### src/nvm_cmd_pkg.sv
// Functional notes
// Erase header: type 0x88, length 0x05
// 24-bit offset MSB first, base 0x11000000
// Erase type: 0 page, 1 sector, 2 all
// Never erase configuration sector pages
// Page/sector erase done within 5 ms
// Whole-memory erase done within 20 ms
// Reject whole erase if any region protected; reflash prepare (0x98) is accepted without this check
// Host uses whole erase only in production
// Erase errors reported by specific code
// Password header: type 0x89, length 0x06
// 32-bit password MSB first, then options
// Options 2:1 select region password
// Only store password; protection after reset
// All-ones or all-zeros password is invalid
// Existing password never changed directly
// Password/key response within 8 ms
// Protection gates read and write/erase per region
// Store key only when value matches
// Key options select mode and page
// Boot enters mode if any key valid
// Host repeats key for every page
// Key header: type 0x8A, length 0x06
// Only key 0xF155E01E accepted
// Rejection: error answer, memory untouched
package nvm_cmd_pkg;
    // Message header
    localparam logic [7:0] TYPE_ERASE = 8'h88;
    localparam logic [7:0] LEN_ERASE = 8'h05;
    localparam logic [7:0] TYPE_PWD = 8'h89;
    localparam logic [7:0] LEN_PWD = 8'h06;
    localparam logic [7:0] TYPE_KEY = 8'h8a;
    localparam logic [7:0] LEN_KEY = 8'h06;
    localparam logic [7:0] TYPE_PREP = 8'h98;
    localparam logic [31:0] SWITCH_KEY = 32'hf155e01e;
    localparam logic [31:0] MEM_BASE = 32'h11000000;
    // Erase types
    localparam logic [7:0] ER_PAGE = 8'h00;
    localparam logic [7:0] ER_SECTOR = 8'h01;
    localparam logic [7:0] ER_ALL = 8'h02;
    // Memory geometry
    localparam logic [23:0] MEM_SIZE = 24'h010000;
    localparam logic [23:0] CS_START = 24'h00f000;
    localparam int PAGE_BITS = 7;
    localparam int SECT_BITS = 12;
    // Option fields
    localparam int PSEL_LSB = 1;
    localparam int KSEL_LSB = 0;
    localparam int KID_LSB = 2;
    // Error codes
    localparam logic [7:0] ERR_NONE = 8'h00;
    localparam logic [7:0] ERR_SEMA = 8'h01;
    localparam logic [7:0] ERR_MODE = 8'h02;
    localparam logic [7:0] ERR_COUNT = 8'h03;
    localparam logic [7:0] ERR_WPROT = 8'h04;
    localparam logic [7:0] ERR_EPARAM = 8'h05;
    localparam logic [7:0] ERR_RANGE = 8'h06;
    localparam logic [7:0] ERR_CROSS = 8'h07;
    localparam logic [7:0] ERR_KEY = 8'h08;
    localparam logic [7:0] ERR_PWD_SET = 8'h09;
    localparam logic [7:0] ERR_TYPE = 8'h0a;
    // Timing
    localparam int CLK_HZ = 10_000_000;
    localparam int T_SHORT_MS = 5;
    localparam int T_LONG_MS = 20;
    localparam int T_CFG_MS = 8;
    localparam int CYC_SHORT = T_SHORT_MS * (CLK_HZ / 1000);
    localparam int CYC_LONG = T_LONG_MS * (CLK_HZ / 1000);
    localparam int CYC_CFG = T_CFG_MS * (CLK_HZ / 1000);
endpackage : nvm_cmd_pkg

### src/nvm_erase_protect_commands.sv
// The address map and the APB slave port were decided locally.
`timescale 1ns/1ps
`default_nettype none
module nvm_erase_protect_commands #(
    parameter int CYC_SHORT_P = nvm_cmd_pkg::CYC_SHORT,
    parameter int CYC_LONG_P = nvm_cmd_pkg::CYC_LONG,
    parameter int CYC_CFG_P = nvm_cmd_pkg::CYC_CFG
) (
    // Clock and reset
    input wire logic pclk,
    input wire logic presetn,
    // APB slave
    input wire logic psel,
    input wire logic penable,
    input wire logic pwrite,
    input wire logic [11:0] paddr,
    input wire logic [31:0] pwdata,
    output logic [31:0] prdata,
    output logic pready,
    output logic pslverr,
    // Memory engine status
    input wire logic sema_busy,
    input wire logic mode_ok,
    // Memory operation strobes
    output logic erase_go,
    output logic [31:0] erase_addr,
    output logic [1:0] erase_kind,
    output logic store_go,
    output logic [2:0] store_slot,
    output logic [31:0] store_data,
    // Boot-time results
    output logic [3:0] region_prot,
    output logic ram_mode,
    output logic mem_mode
);
    import nvm_cmd_pkg::*;

    // Register byte offsets
    localparam logic [11:0] A_RX = 12'h000;
    localparam logic [11:0] A_CTRL = 12'h004;
    localparam logic [11:0] A_STAT = 12'h008;
    localparam logic [11:0] A_PROT = 12'h00c;

    typedef enum logic [3:0] {
        ST_IDLE = 4'b0001,
        ST_RECV = 4'b0010,
        ST_WAIT = 4'b0100,
        ST_DONE = 4'b1000
    } state_e;

    state_e state_q;
    logic [7:0] hdr_q [0:6]; // Received header bytes
    logic [2:0] cnt_q; // Bytes received
    logic [7:0] err_q; // Last answer code
    logic done_q; // Answer ready, cleared by software
    logic [23:0] timer_q; // Operation time budget
    // Non-volatile image: erased at power-up, untouched by reset
    logic [31:0] pwd_q [0:3] = '{default: 32'h0}; // Stored region passwords
    logic [3:0] pwd_set_q = 4'h0; // Valid password written since erase
    logic [31:0] key_q [0:2] = '{default: 32'h0}; // Switch key pages
    logic [1:0] kid_q [0:2] = '{default: 2'd0}; // Switch key ids per page
    logic [3:0] prot_q; // Applied protection
    logic ram_q, mem_q;
    logic boot_q; // Startup evaluation pending

    // Decoded header fields
    logic [7:0] mtype, mlen, etype, opts;
    logic [23:0] off;
    logic [31:0] word;
    assign mlen = hdr_q[0];
    assign mtype = hdr_q[1];
    assign off = {hdr_q[2], hdr_q[3], hdr_q[4]};
    assign etype = hdr_q[5];
    assign word = {hdr_q[2], hdr_q[3], hdr_q[4], hdr_q[5]};
    assign opts = hdr_q[6];

    // A password is only valid when neither all ones nor all zeros
    function automatic logic pwd_valid(input logic [31:0] p);
        pwd_valid = (p != 32'h00000000) && (p != 32'hffffffff);
    endfunction : pwd_valid

    // Bytes expected for a message type, length byte included
    function automatic logic [2:0] msg_bytes(input logic [7:0] t);
        msg_bytes = (t == TYPE_ERASE) ? 3'd6 : 3'd7;
    endfunction : msg_bytes

    // APB access strobes; zero wait states
    logic wr_en, rd_en;
    assign wr_en = psel && penable && pwrite;
    assign rd_en = psel && penable && !pwrite;

    // Header validation, in priority order
    logic [7:0] chk_err;
    logic [1:0] psel_f;
    logic [1:0] ksel_f;
    always_comb begin
        chk_err = ERR_NONE;
        psel_f = opts[PSEL_LSB +: 2];
        ksel_f = opts[KSEL_LSB +: 2];
        if (sema_busy) begin
            chk_err = ERR_SEMA;
        end else if (!mode_ok) begin
            chk_err = ERR_MODE;
        end else if (mtype == TYPE_ERASE) begin
            if (mlen != LEN_ERASE) begin
                chk_err = ERR_COUNT;
            end else if (etype > ER_ALL) begin
                chk_err = ERR_EPARAM;
            end else if (etype == ER_ALL && prot_q != 4'h0) begin
                chk_err = ERR_WPROT;
            end else if (etype != ER_ALL && off >= MEM_SIZE) begin
                chk_err = ERR_RANGE;
            end else if (etype != ER_ALL && off >= CS_START) begin
                chk_err = ERR_WPROT;
            end else if (etype == ER_PAGE && off[PAGE_BITS-1:0] != '0) begin
                chk_err = ERR_CROSS;
            end else if (etype == ER_SECTOR &&
                         off[SECT_BITS-1:0] != '0) begin
                chk_err = ERR_CROSS;
            end
        end else if (mtype == TYPE_PWD) begin
            if (mlen != LEN_PWD) begin
                chk_err = ERR_COUNT;
            end else if (pwd_set_q[psel_f]) begin
                chk_err = ERR_PWD_SET;
            end
        end else if (mtype == TYPE_KEY) begin
            if (mlen != LEN_KEY) begin
                chk_err = ERR_COUNT;
            end else if (word != SWITCH_KEY || ksel_f == 2'd3) begin
                chk_err = ERR_KEY;
            end
        end else if (mtype != TYPE_PREP) begin
            chk_err = ERR_TYPE;
        end
    end

    // Command sequencer
    always_ff @(posedge pclk or negedge presetn) begin
        if (!presetn) begin
            state_q <= ST_IDLE;
            cnt_q <= 3'd0;
            timer_q <= 24'd0;
            err_q <= ERR_NONE;
            for (int i = 0; i < 7; i++) hdr_q[i] <= 8'h00;
        end else begin
            unique case (state_q)
                ST_IDLE, ST_RECV: begin
                    // Header bytes arrive one per write
                    if (wr_en && paddr == A_RX) begin
                        hdr_q[cnt_q] <= pwdata[7:0];
                        cnt_q <= cnt_q + 3'd1;
                        state_q <= ST_RECV;
                    end else if (state_q == ST_RECV && cnt_q >= 3'd2 &&
                                 cnt_q >= msg_bytes(mtype)) begin
                        cnt_q <= 3'd0;
                        err_q <= chk_err;
                        if (chk_err != ERR_NONE) begin
                            state_q <= ST_DONE;
                        end else begin
                            state_q <= ST_WAIT;
                            // Reflash prepare is a whole erase too
                            if ((mtype == TYPE_ERASE && etype == ER_ALL) ||
                                mtype == TYPE_PREP)
                                timer_q <= 24'(CYC_LONG_P);
                            else if (mtype == TYPE_ERASE)
                                timer_q <= 24'(CYC_SHORT_P);
                            else
                                timer_q <= 24'(CYC_CFG_P);
                        end
                    end
                end
                ST_WAIT: begin
                    // Answer is released when the budget runs out
                    if (timer_q <= 24'd1) begin
                        state_q <= ST_DONE;
                    end else begin
                        timer_q <= timer_q - 24'd1;
                    end
                end
                ST_DONE: begin
                    state_q <= ST_IDLE;
                end
            endcase
        end
    end

    // Memory strobes issued on entry to the wait phase
    always_ff @(posedge pclk or negedge presetn) begin
        if (!presetn) begin
            erase_go <= 1'b0;
            erase_addr <= 32'h0;
            erase_kind <= 2'd0;
            store_go <= 1'b0;
            store_slot <= 3'd0;
            store_data <= 32'h0;
        end else begin
            erase_go <= 1'b0;
            store_go <= 1'b0;
            if (state_q == ST_RECV && !wr_en && cnt_q >= 3'd2 &&
                cnt_q >= msg_bytes(mtype) && chk_err == ERR_NONE) begin
                if (mtype == TYPE_ERASE || mtype == TYPE_PREP) begin
                    erase_go <= 1'b1;
                    erase_addr <= MEM_BASE + {8'h00, off};
                    erase_kind <= (mtype == TYPE_PREP) ? 2'd2 : etype[1:0];
                end else begin
                    store_go <= 1'b1;
                    store_data <= word;
                    store_slot <= (mtype == TYPE_PWD) ? {1'b0, psel_f}
                                                      : {1'b1, ksel_f};
                end
            end
        end
    end

    // Configuration sector image; no reset, it stands for flash cells
    // that must survive reset so stored protection applies after it
    always_ff @(posedge pclk) begin
        if (store_go && !store_slot[2]) begin
            pwd_q[store_slot[1:0]] <= store_data;
            pwd_set_q[store_slot[1:0]] <= pwd_valid(store_data);
        end else if (store_go) begin
            key_q[store_slot[1:0]] <= store_data;
            kid_q[store_slot[1:0]] <= opts[KID_LSB +: 2];
        end else if (erase_go && mtype == TYPE_PREP) begin
            // Reflash prepare: passwords cleared on the erase strobe, before the erase completes
            for (int i = 0; i < 4; i++) pwd_q[i] <= 32'h0;
            pwd_set_q <= 4'h0;
        end
    end

    // Keys OR together: one valid key on any page is enough
    logic boot_ram, boot_mem;
    always_comb begin
        boot_ram = 1'b0;
        boot_mem = 1'b0;
        for (int i = 0; i < 3; i++) begin
            if (key_q[i] == SWITCH_KEY) begin
                boot_ram = boot_ram | kid_q[i][0];
                boot_mem = boot_mem | kid_q[i][1];
            end
        end
    end

    // Startup evaluation, once after reset release
    always_ff @(posedge pclk or negedge presetn) begin
        if (!presetn) begin
            boot_q <= 1'b1;
            prot_q <= 4'h0;
            ram_q <= 1'b0;
            mem_q <= 1'b0;
        end else if (boot_q) begin
            boot_q <= 1'b0;
            // Image outlives reset, so earlier stores take effect here
            for (int i = 0; i < 4; i++)
                prot_q[i] <= pwd_valid(pwd_q[i]);
            ram_q <= boot_ram;
            mem_q <= boot_mem;
        end
    end

    // Boot results drive outputs; protection is frozen until reset
    assign region_prot = prot_q;
    assign ram_mode = ram_q;
    assign mem_mode = mem_q;

    // Answer flag: set wins over software clear
    always_ff @(posedge pclk or negedge presetn) begin
        if (!presetn) begin
            done_q <= 1'b0;
        end else if (state_q == ST_DONE) begin
            done_q <= 1'b1;
        end else if (wr_en && paddr == A_CTRL && pwdata[0]) begin
            done_q <= 1'b0;
        end
    end

    // APB read data and answer
    always_ff @(posedge pclk or negedge presetn) begin
        if (!presetn) begin
            prdata <= 32'h0;
            pready <= 1'b0;
            pslverr <= 1'b0;
        end else begin
            pready <= psel && !penable;
            pslverr <= psel && !penable && !(paddr == A_RX ||
                       paddr == A_CTRL || paddr == A_STAT ||
                       paddr == A_PROT);
            if (psel && !penable && !pwrite) begin
                unique case (paddr)
                    A_STAT: prdata <= {16'h0, err_q, 3'd0, done_q, state_q};
                    A_PROT: prdata <= {26'h0, mem_q, ram_q, prot_q};
                    default: prdata <= 32'h0;
                endcase
            end
        end
    end

    // Cycles spent waiting, and whether the running job is a short erase;
    // a counter because the budget is far beyond a delay range
    logic [23:0] wait_cnt_q;
    logic short_q;
    always_ff @(posedge pclk or negedge presetn) begin
        if (!presetn) begin
            wait_cnt_q <= 24'd0;
            short_q <= 1'b0;
        end else begin
            wait_cnt_q <= (state_q == ST_WAIT) ? wait_cnt_q + 24'd1 : 24'd0;
            if (erase_go) begin
                short_q <= (erase_kind != 2'd2);
            end else if (store_go) begin
                short_q <= 1'b0;
            end
        end
    end

    // Page or sector erase completes within the short budget
    a_erase_time: assert property (@(posedge pclk) disable iff (!presetn)
        (state_q == ST_WAIT && short_q) |-> wait_cnt_q < 24'(CYC_SHORT_P))
        else $error("erase answer late");
    a_store_key: assert property (@(posedge pclk) disable iff (!presetn)
        (store_go && store_slot[2]) |-> store_data == SWITCH_KEY)
        else $error("bad key stored");
    a_whole_prot: assert property (@(posedge pclk) disable iff (!presetn)
        (erase_go && erase_kind == 2'd2 && mtype == TYPE_ERASE)
        |-> prot_q == 4'h0) else $error("protected whole erase");
    a_cs_spared: assert property (@(posedge pclk) disable iff (!presetn)
        (erase_go && erase_kind != 2'd2) |-> erase_addr < MEM_BASE +
        {8'h00, CS_START}) else $error("config sector erased");
    a_reject_quiet: assert property (@(posedge pclk) disable iff (!presetn)
        (state_q == ST_DONE && err_q != ERR_NONE) |->
        !erase_go && !store_go) else $error("rejected but acted");
    a_done_next: assert property (@(posedge pclk) disable iff (!presetn)
        state_q == ST_DONE |=> done_q) else $error("done flag lost");
    a_prot_stable: assert property (@(posedge pclk) disable iff (!presetn)
        !boot_q |=> $stable(prot_q)) else $error("protection moved");
    a_pwd_once: assert property (@(posedge pclk) disable iff (!presetn)
        (store_go && !store_slot[2]) |-> !pwd_set_q[store_slot[1:0]])
        else $error("password overwritten");
endmodule : nvm_erase_protect_commands
`default_nettype wire

### config.mk
export PLATFORM = sky130hd
export DESIGN_NAME = nvm_erase_protect_commands
export DESIGN_NICKNAME = d
export VERILOG_FILES = /design/src/nvm_cmd_pkg.sv /design/src/nvm_erase_protect_commands.sv
export SDC_FILE = /design/constraint.sdc
export NUM_CORES = 1
export LEC_CHECK = 0
export BUFFER_PORTS_ARGS = -buffer_cell sky130_fd_sc_hd__clkbuf_2
export CAP_MARGIN = 20
export CORE_MARGIN = 2
export CORE_UTILIZATION = 55
export CTS_CLUSTER_DIAMETER = 80
export DETAILED_ROUTE_END_ITERATION = 12
export HOLD_SLACK_MARGIN = 0.05
export PLACE_DENSITY_LB_ADDON = 0.05
export SLEW_MARGIN = 10
export SYNTH_ARGS = -nofsm -noshare
export SYNTH_HDL_FRONTEND = slang
export SYNTH_SLANG_ARGS = --single-unit
### constraint.sdc
create_clock -name pclk -period 4.24 [get_ports pclk]
set_input_delay 0.212 -clock pclk [delete_from_list [all_inputs] [get_ports pclk]]
set_output_delay 0.212 -clock pclk [all_outputs]
set_load 0.02 [all_outputs]
==> flow_summary.yaml, run 1 <==
drt:
  vias: 12000
  wl_um: 42200
  ant_nets: 0
  drc: 0
  drtIter0Drc: 1098
  drt_first_pass_iters: 7
  wire_per_inst_um: 21.0
  vias_per_cell: 5.98
yosys:
  yosysWarnings: 0
  syn-cell-area_sq_um: 17000
  ys_seq_area_share_pct: 60.9
  synth_ff_type: "dfrtp_1"
  syn_inst: 1463
  ys_ff_latch: 405
  synth-edff-count: 138
  synthArstFlopShare_pct: 42.2
  ys_types: 82
  synth_area_per_cell_sq_um: 11.6
finish:
  drive_above_1_share_pct: 19.7
  syn2layout_area_growth_pct: 14.2
  finalNetCount: 1638
  post-route-util_pct: 63.6
  fillers: 2434
  stdcell_area_sq_um: 19400
  fin_cells: 2012
  diodes: 0
  multiInputGateArea_sq_um: 6220
  seq_area_sq_um: 10300
placed_design:
  place_area_sq_um: 17800
  dp_slack_ns: 0.900
  dp_hpwl_um: 27100
  portBuffers: 109
  gp_congestion: 0.838
  placed_cells: 1924
floorplanning:
  io_pins: 162
  dieWidth_um: 180
  start_util_pct: 55.7
  die_h_um: 180
  core_sq_um: 30500
  row_count: 64
  die-area_sq_um: 32300
worst_setup_path:
  crit_slowest_cell: "or4_1"
  crit_path_max_incr_delay_ns: 0.50
  path_class: "reg2reg"
  required_ns: 4.66
  start_kind: "register"
  crit_family: "simple AND/OR/NAND/NOR gates"
  critPathMaxFanout: 8
  cp-end-kind: "register"
  path_cells: "nor4b_2 -> nand4_1 -> ha_1 -> nor2b_1 -> or4_1 -> a21oi_1 -> nand3_2 -> o21ai_2 -> mux2_2"
  worst_ep_arrival_time_ns: 3.80
  crit_buf_inv: 0
sta:
  fmax_mhz: 296
  period_share_pct: 79.7
  drv_slew: 0
  finalWorstSetupSlack_ns: 0.862
  setup_viol: 0
  grt_setup_unrepaired: "no"
  max-slew-margin-rel_pct: 37.8
  setup_tns_ns: 0
  worstMarginPinSlew_ns: 0.931
  finalHoldViolations: 0
  holdWs_ns: 0.0647
  fin_worst_skew_ns: 0.0127
  period_needed_ns: 3.38
global_route:
  grt_max_degree: 88
  grt_antenna_before_repair: 0
  grt_pass1_vias: 11600
  grt_overflow: 0
  grt_usage_pct: 26.1
  grt_pass1_wl_um: 66300
pwr:
  p_leak_nw: 7.57
  power_density_nw_per_um2: 417
  finalPower_mw: 8.10
  vdd_drop_max_mv: 0.294
flow_run:
  timing.max_cap.violations: 0
worst_hold_path:
  min_path_type: "in2reg"
clocking:
  cts_made_buffers: 43
  cts.sinks: 405
  clk_pin_slew_ns: 0.06
  htree_num_levels: 2
  root_buffer: "clkbuf_16"
  clockBufferDepth: 3
  clk_latency_ns: 0.54
  cts_tree: "yes"
outcome:
  status: "finished, final reports clean"
## registers in the layout (all words and copies together), names as in the netlist, 10 cells and up
register / flops
erase_addr: 25
key_q: 96
pwd_q: 128
store_data: 32
timer_q: 24
prdata: 10
hdr_q: 24
## cell usage in the layout (no fill, tap or decap), types with 6 or more instances in the layout
cell type | synthesis | routed
a21oi_1 | 68 | 68
a221oi_1 | 7 | 7
a31oi_1 | 12 | 12
buf_4 | 31 | 18
clkbuf_1 | 46 | 7
clkbuf_16 | 0 | 45
clkbuf_2 | 1 | 111
clkbuf_8 | 0 | 7
conb_1 | 1 | 29
dfrtp_1 | 169 | 169
dfxtp_1 | 96 | 96
dlygate4sd3_1 | 0 | 8
edfxtp_1 | 138 | 138
inv_1 | 13 | 13
mux2_1 | 38 | 38
mux2_2 | 66 | 66
mux2_4 | 10 | 10
nand2_1 | 240 | 240
nand2b_1 | 10 | 10
nand3_1 | 19 | 19
nand4_1 | 66 | 66
nand4b_1 | 6 | 6
nor2_1 | 52 | 50
nor2b_1 | 40 | 39
nor3_1 | 23 | 19
nor4_1 | 57 | 57
nor4bb_1 | 9 | 9
o211ai_1 | 10 | 10
o21a_1 | 6 | 6
o21ai_0 | 84 | 84
o221ai_1 | 6 | 6
or2_2 | 7 | 7
or3_1 | 9 | 9
or4_1 | 15 | 15
## worst paths after layout
kind                               from             end  slack (ns)  depth (start not counted)
max                            mtype[2]      timer_q[1]        0.86                          9
max in group asynchronous       presetn          boot_q        3.00                          3
min reg2reg                pwd_q[1][22]    pwd_q[1][22]        0.47                          2
min                           pwdata[5]       hdr_q[37]        0.06                          2
max reg2reg                    mtype[2]      timer_q[1]        0.86                          9
min in group asynchronous       presetn  erase_addr[22]        0.29                          2
## layer usage
metal | vias up | share of wire, % | GRT usage (%)
li1 | 5599 | - | -
met1 | 5992 | 44 | 37.2
met2 | 376 | 48 | 42.2
met3 | 65 | 5.7 | 3.87
met4 | 0 | 2.2 | 6.96
met5 | - | 0 | 0
## logic make-up (layout without fill, tap and decap cells)
family	after synthesis	count (layout)	share of synthesized area, %
flops	405	405	60.9
simple gates	591	591	18.5
mux	118	118	8.09
fa+ha+maj	6	6	0.435
other cells	1	29	0.0221
compound gates	234	234	8.55
buf+inv	105	230	3.29
xor+xnor	3	3	0.155
## where the power goes
part           internal [mW]  switching, mW  total (mW)
clock                   2.33           1.53        3.86
sequential              4.04         0.0244        4.06
combinational         0.0533          0.122       0.175
## cell type report
class,instances,area share [%]
Timing Repair Buffer,138,4.21
Multi-Input combinational cell,981,32.0
Clock buffer,62,6.51
Tap cell,396,2.55
Sequential cell,405,53.3
Clock inverter,17,1.10
Inverter,13,0.251
## timing repair
item                      in CTS  in global routing
hold endpoints to repair      92                  0
hold buffers                   8                  0
buffers inserted               0                  0
gates resized for setup        0                  0
## cells in the mapped netlist (4+ instances only)
cell type,instances,share of area (%)
nand2_1,240,5.3
dfrtp_1,169,25
edfxtp_1,138,24
dfxtp_1,96,11
o21ai_0,84,2.5
a21oi_1,68,2.0
mux2_2,66,4.4
nand4_1,66,2.4
nor4_1,57,2.1
nor2_1,52,1.1
clkbuf_1,46,1.0
nor2b_1,40,1.5
mux2_1,38,2.5
buf_4,31,1.4
nor3_1,23,0.68
nand3_1,19,0.56
or4_1,15,0.66
inv_1,13,0.29
a31oi_1,12,0.44
mux2_4,10,0.88
nand2b_1,10,0.37
o211ai_1,10,0.44
nor4bb_1,9,0.53
or3_1,9,0.33
a221oi_1,7,0.36
buf_2,7,0.21
or2_2,7,0.26
nand4b_1,6,0.31
o21a_1,6,0.27
o221ai_1,6,0.31
a31o_2,5,0.26
and2_1,5,0.18
and3_1,5,0.18
buf_6,5,0.33
ha_1,5,0.37
nor4_4,4,0.50
nor4b_1,4,0.21
No activity file was read; power rests on OpenSTA's default activity.
==> run 2: changes to the inputs <==
Clock period 4.24 ns to 3.3 ns, I/O delays scaled along.
==> run 2 against run 1 <==
  * Die area did not move
  * Count of clock-buffer cells in the layout down 5
  * Clock skew is 0.0036 ns higher
  * Clock power is 23% higher
  * Non-clock buffer count increased by 29
  * Final cell count rose by 1.3%
  * Via count up 0.31%
==> flow_summary.yaml, run 2 (same netlist as run 1, synthesis figures left out) <==
clocking:
  cts.sinks: 405
  clockBufferDepth: 3
  cts_tree: "yes"
  clk_pin_slew_ns: 0.06
  htree_num_levels: 2
  postCtsSetupBuffers: 0
  root_buffer: "clkbuf_16"
  clk_latency_ns: 0.53
  cts_made_buffers: 43
global_route:
  grt_pass1_wl_um: 66900
  grt_usage_pct: 26.2
  grt_antenna_before_repair: 0
  grt_max_degree: 92
  grt_pass1_vias: 11700
  grt_overflow: 0
worst_hold_path:
  whs_path_depth: 2
  min_path_type: "in2reg"
drt:
  ant_nets: 0
  drt_first_pass_iters: 6
  drtIter0Drc: 1125
  routed.top_layer: "met4"
  vias: 12100
  drc: 0
  vias_per_cell: 5.92
  wire_per_inst_um: 20.8
  wl_um: 42400
  wl_met1_um: 19000
  wl_met2_um: 20200
  wl_met3_um: 2200
worst_setup_path:
  critPathMaxFanout: 35
  cp-end-kind: "register"
  rr_worst_depth: 8
  worst_ep_arrival_time_ns: 3.53
  required_ns: 3.71
  start_kind: "register"
  path_class: "reg2reg"
outcome:
  status: "finished, final reports clean"
flow_run:
  timing.max_cap.violations: 0
sta:
  setup_viol: 0
  finalWorstSetupSlack_ns: 0.178
  worstMarginPinSlew_ns: 0.938
  fin_worst_skew_ns: 0.0163
  period_needed_ns: 3.12
  max-slew-margin-rel_pct: 37.3
  fmax_mhz: 320
  period_share_pct: 94.6
  finalHoldViolations: 0
  grt_setup_unrepaired: "no"
  setup_tns_ns: 0
  drv_slew: 0
finish:
  syn2layout_area_growth_pct: 15.3
  drive_above_1_share_pct: 20.6
  multiInputGateArea_sq_um: 6230
  finalNetCount: 1667
  final_common_cell: "nand2_1"
  final_cell_mix: "nand2_1, dfrtp_1, edfxtp_1"
  diodes: 0
  seq_area_sq_um: 10300
  largest_register_ffs: 128
  stdcell_area_sq_um: 19600
  top_register: "pwd_q"
  fillers: 2435
floorplanning:
  io_pins: 162
  start_util_pct: 55.7
  row_count: 64
  die-area_sq_um: 32300
  die_h_um: 180
  core_sq_um: 30500
  dieWidth_um: 180
placed_design:
  gp_congestion: 0.839
  dp_hpwl_um: 27900
  portBuffers: 109
  dp_slack_ns: 0.166
  place_area_sq_um: 18100
pwr:
  p_leak_nw: 7.68
  vdd_drop_max_mv: 0.333
  power_density_nw_per_um2: 520
==> run 2: path summary, 6_finish.rpt <==
check	endpoint	slack [ns]	from
max	store_data[18]	0.18	mtype[4]
min	hdr_q[26]	0.07	pwdata[2]
max reg2reg	store_data[18]	0.18	mtype[4]
min reg2reg	pwd_q[1][31]	0.47	pwd_q[1][31]
max in group asynchronous	prdata[0]	2.28	presetn
min in group asynchronous	erase_addr[24]	0.10	presetn
==> run 2: critical path: stages (launching register included) <==
cell and delay (ns):
dfrtp_1 0.47, or4b_1 0.57, nor4_1 0.37, nand4_1 0.17, nand3_1 0.27, o211ai_4 0.27, nor4_4 0.25, buf_12 0.25
mux2_1 0.35
==> run 2: power by group <==
group / switching [mW] / internal [mW]
Clock: 1.91 / 2.83
Combinational: 0.158 / 0.0726
Sequential: 0.0316 / 5.19
Total: 2.10 / 8.09
==> run 2: layout make-up <==
type / count / share of cell area (%)
inverter: 13 / 0.249
clock inverter: 20 / 1.01
sequential: 405 / 52.8
multi-input combinational: 981 / 31.8
timing repair buffer: 167 / 5.53
tap: 396 / 2.53
clock buffer: 57 / 6.04
==> run 2: per-stage QoR <==
| step | total power, mW | hold slack, ns | utilization (%) | instances |
|---|---|---|---|---|
| 2_1_floorplan | 5.45 | -0.131 | - | 1491 |
| 3_3_place_gp | 5.54 | 0.0818 | 59.3 | 1951 |
| 3_5_place_dp | 5.54 | 0.0767 | 59.3 | 1952 |
| 4_1_cts | 10.3 | 0.0612 | 64.2 | 2039 |
| 5_1_grt | 10.5 | 0.0846 | 64.2 | 2039 |
| 6_report | 10.2 | 0.0747 | 64.2 | 2039 |
==> run 2: per-layer routing <==
metal  vias to the layer above  GRT usage [%]
met3                        75           3.46
met5                         -              0
li1                       5661              -
met4                         0           7.84
met1                      5964           37.8
met2                       369           41.9
==> run 2: timing repair <==
item	4_1_cts	5_1_grt
gates resized for setup	0	1
hold buffers	10	0
hold endpoints to repair	152	0
endpoints found under the setup margin	0	1
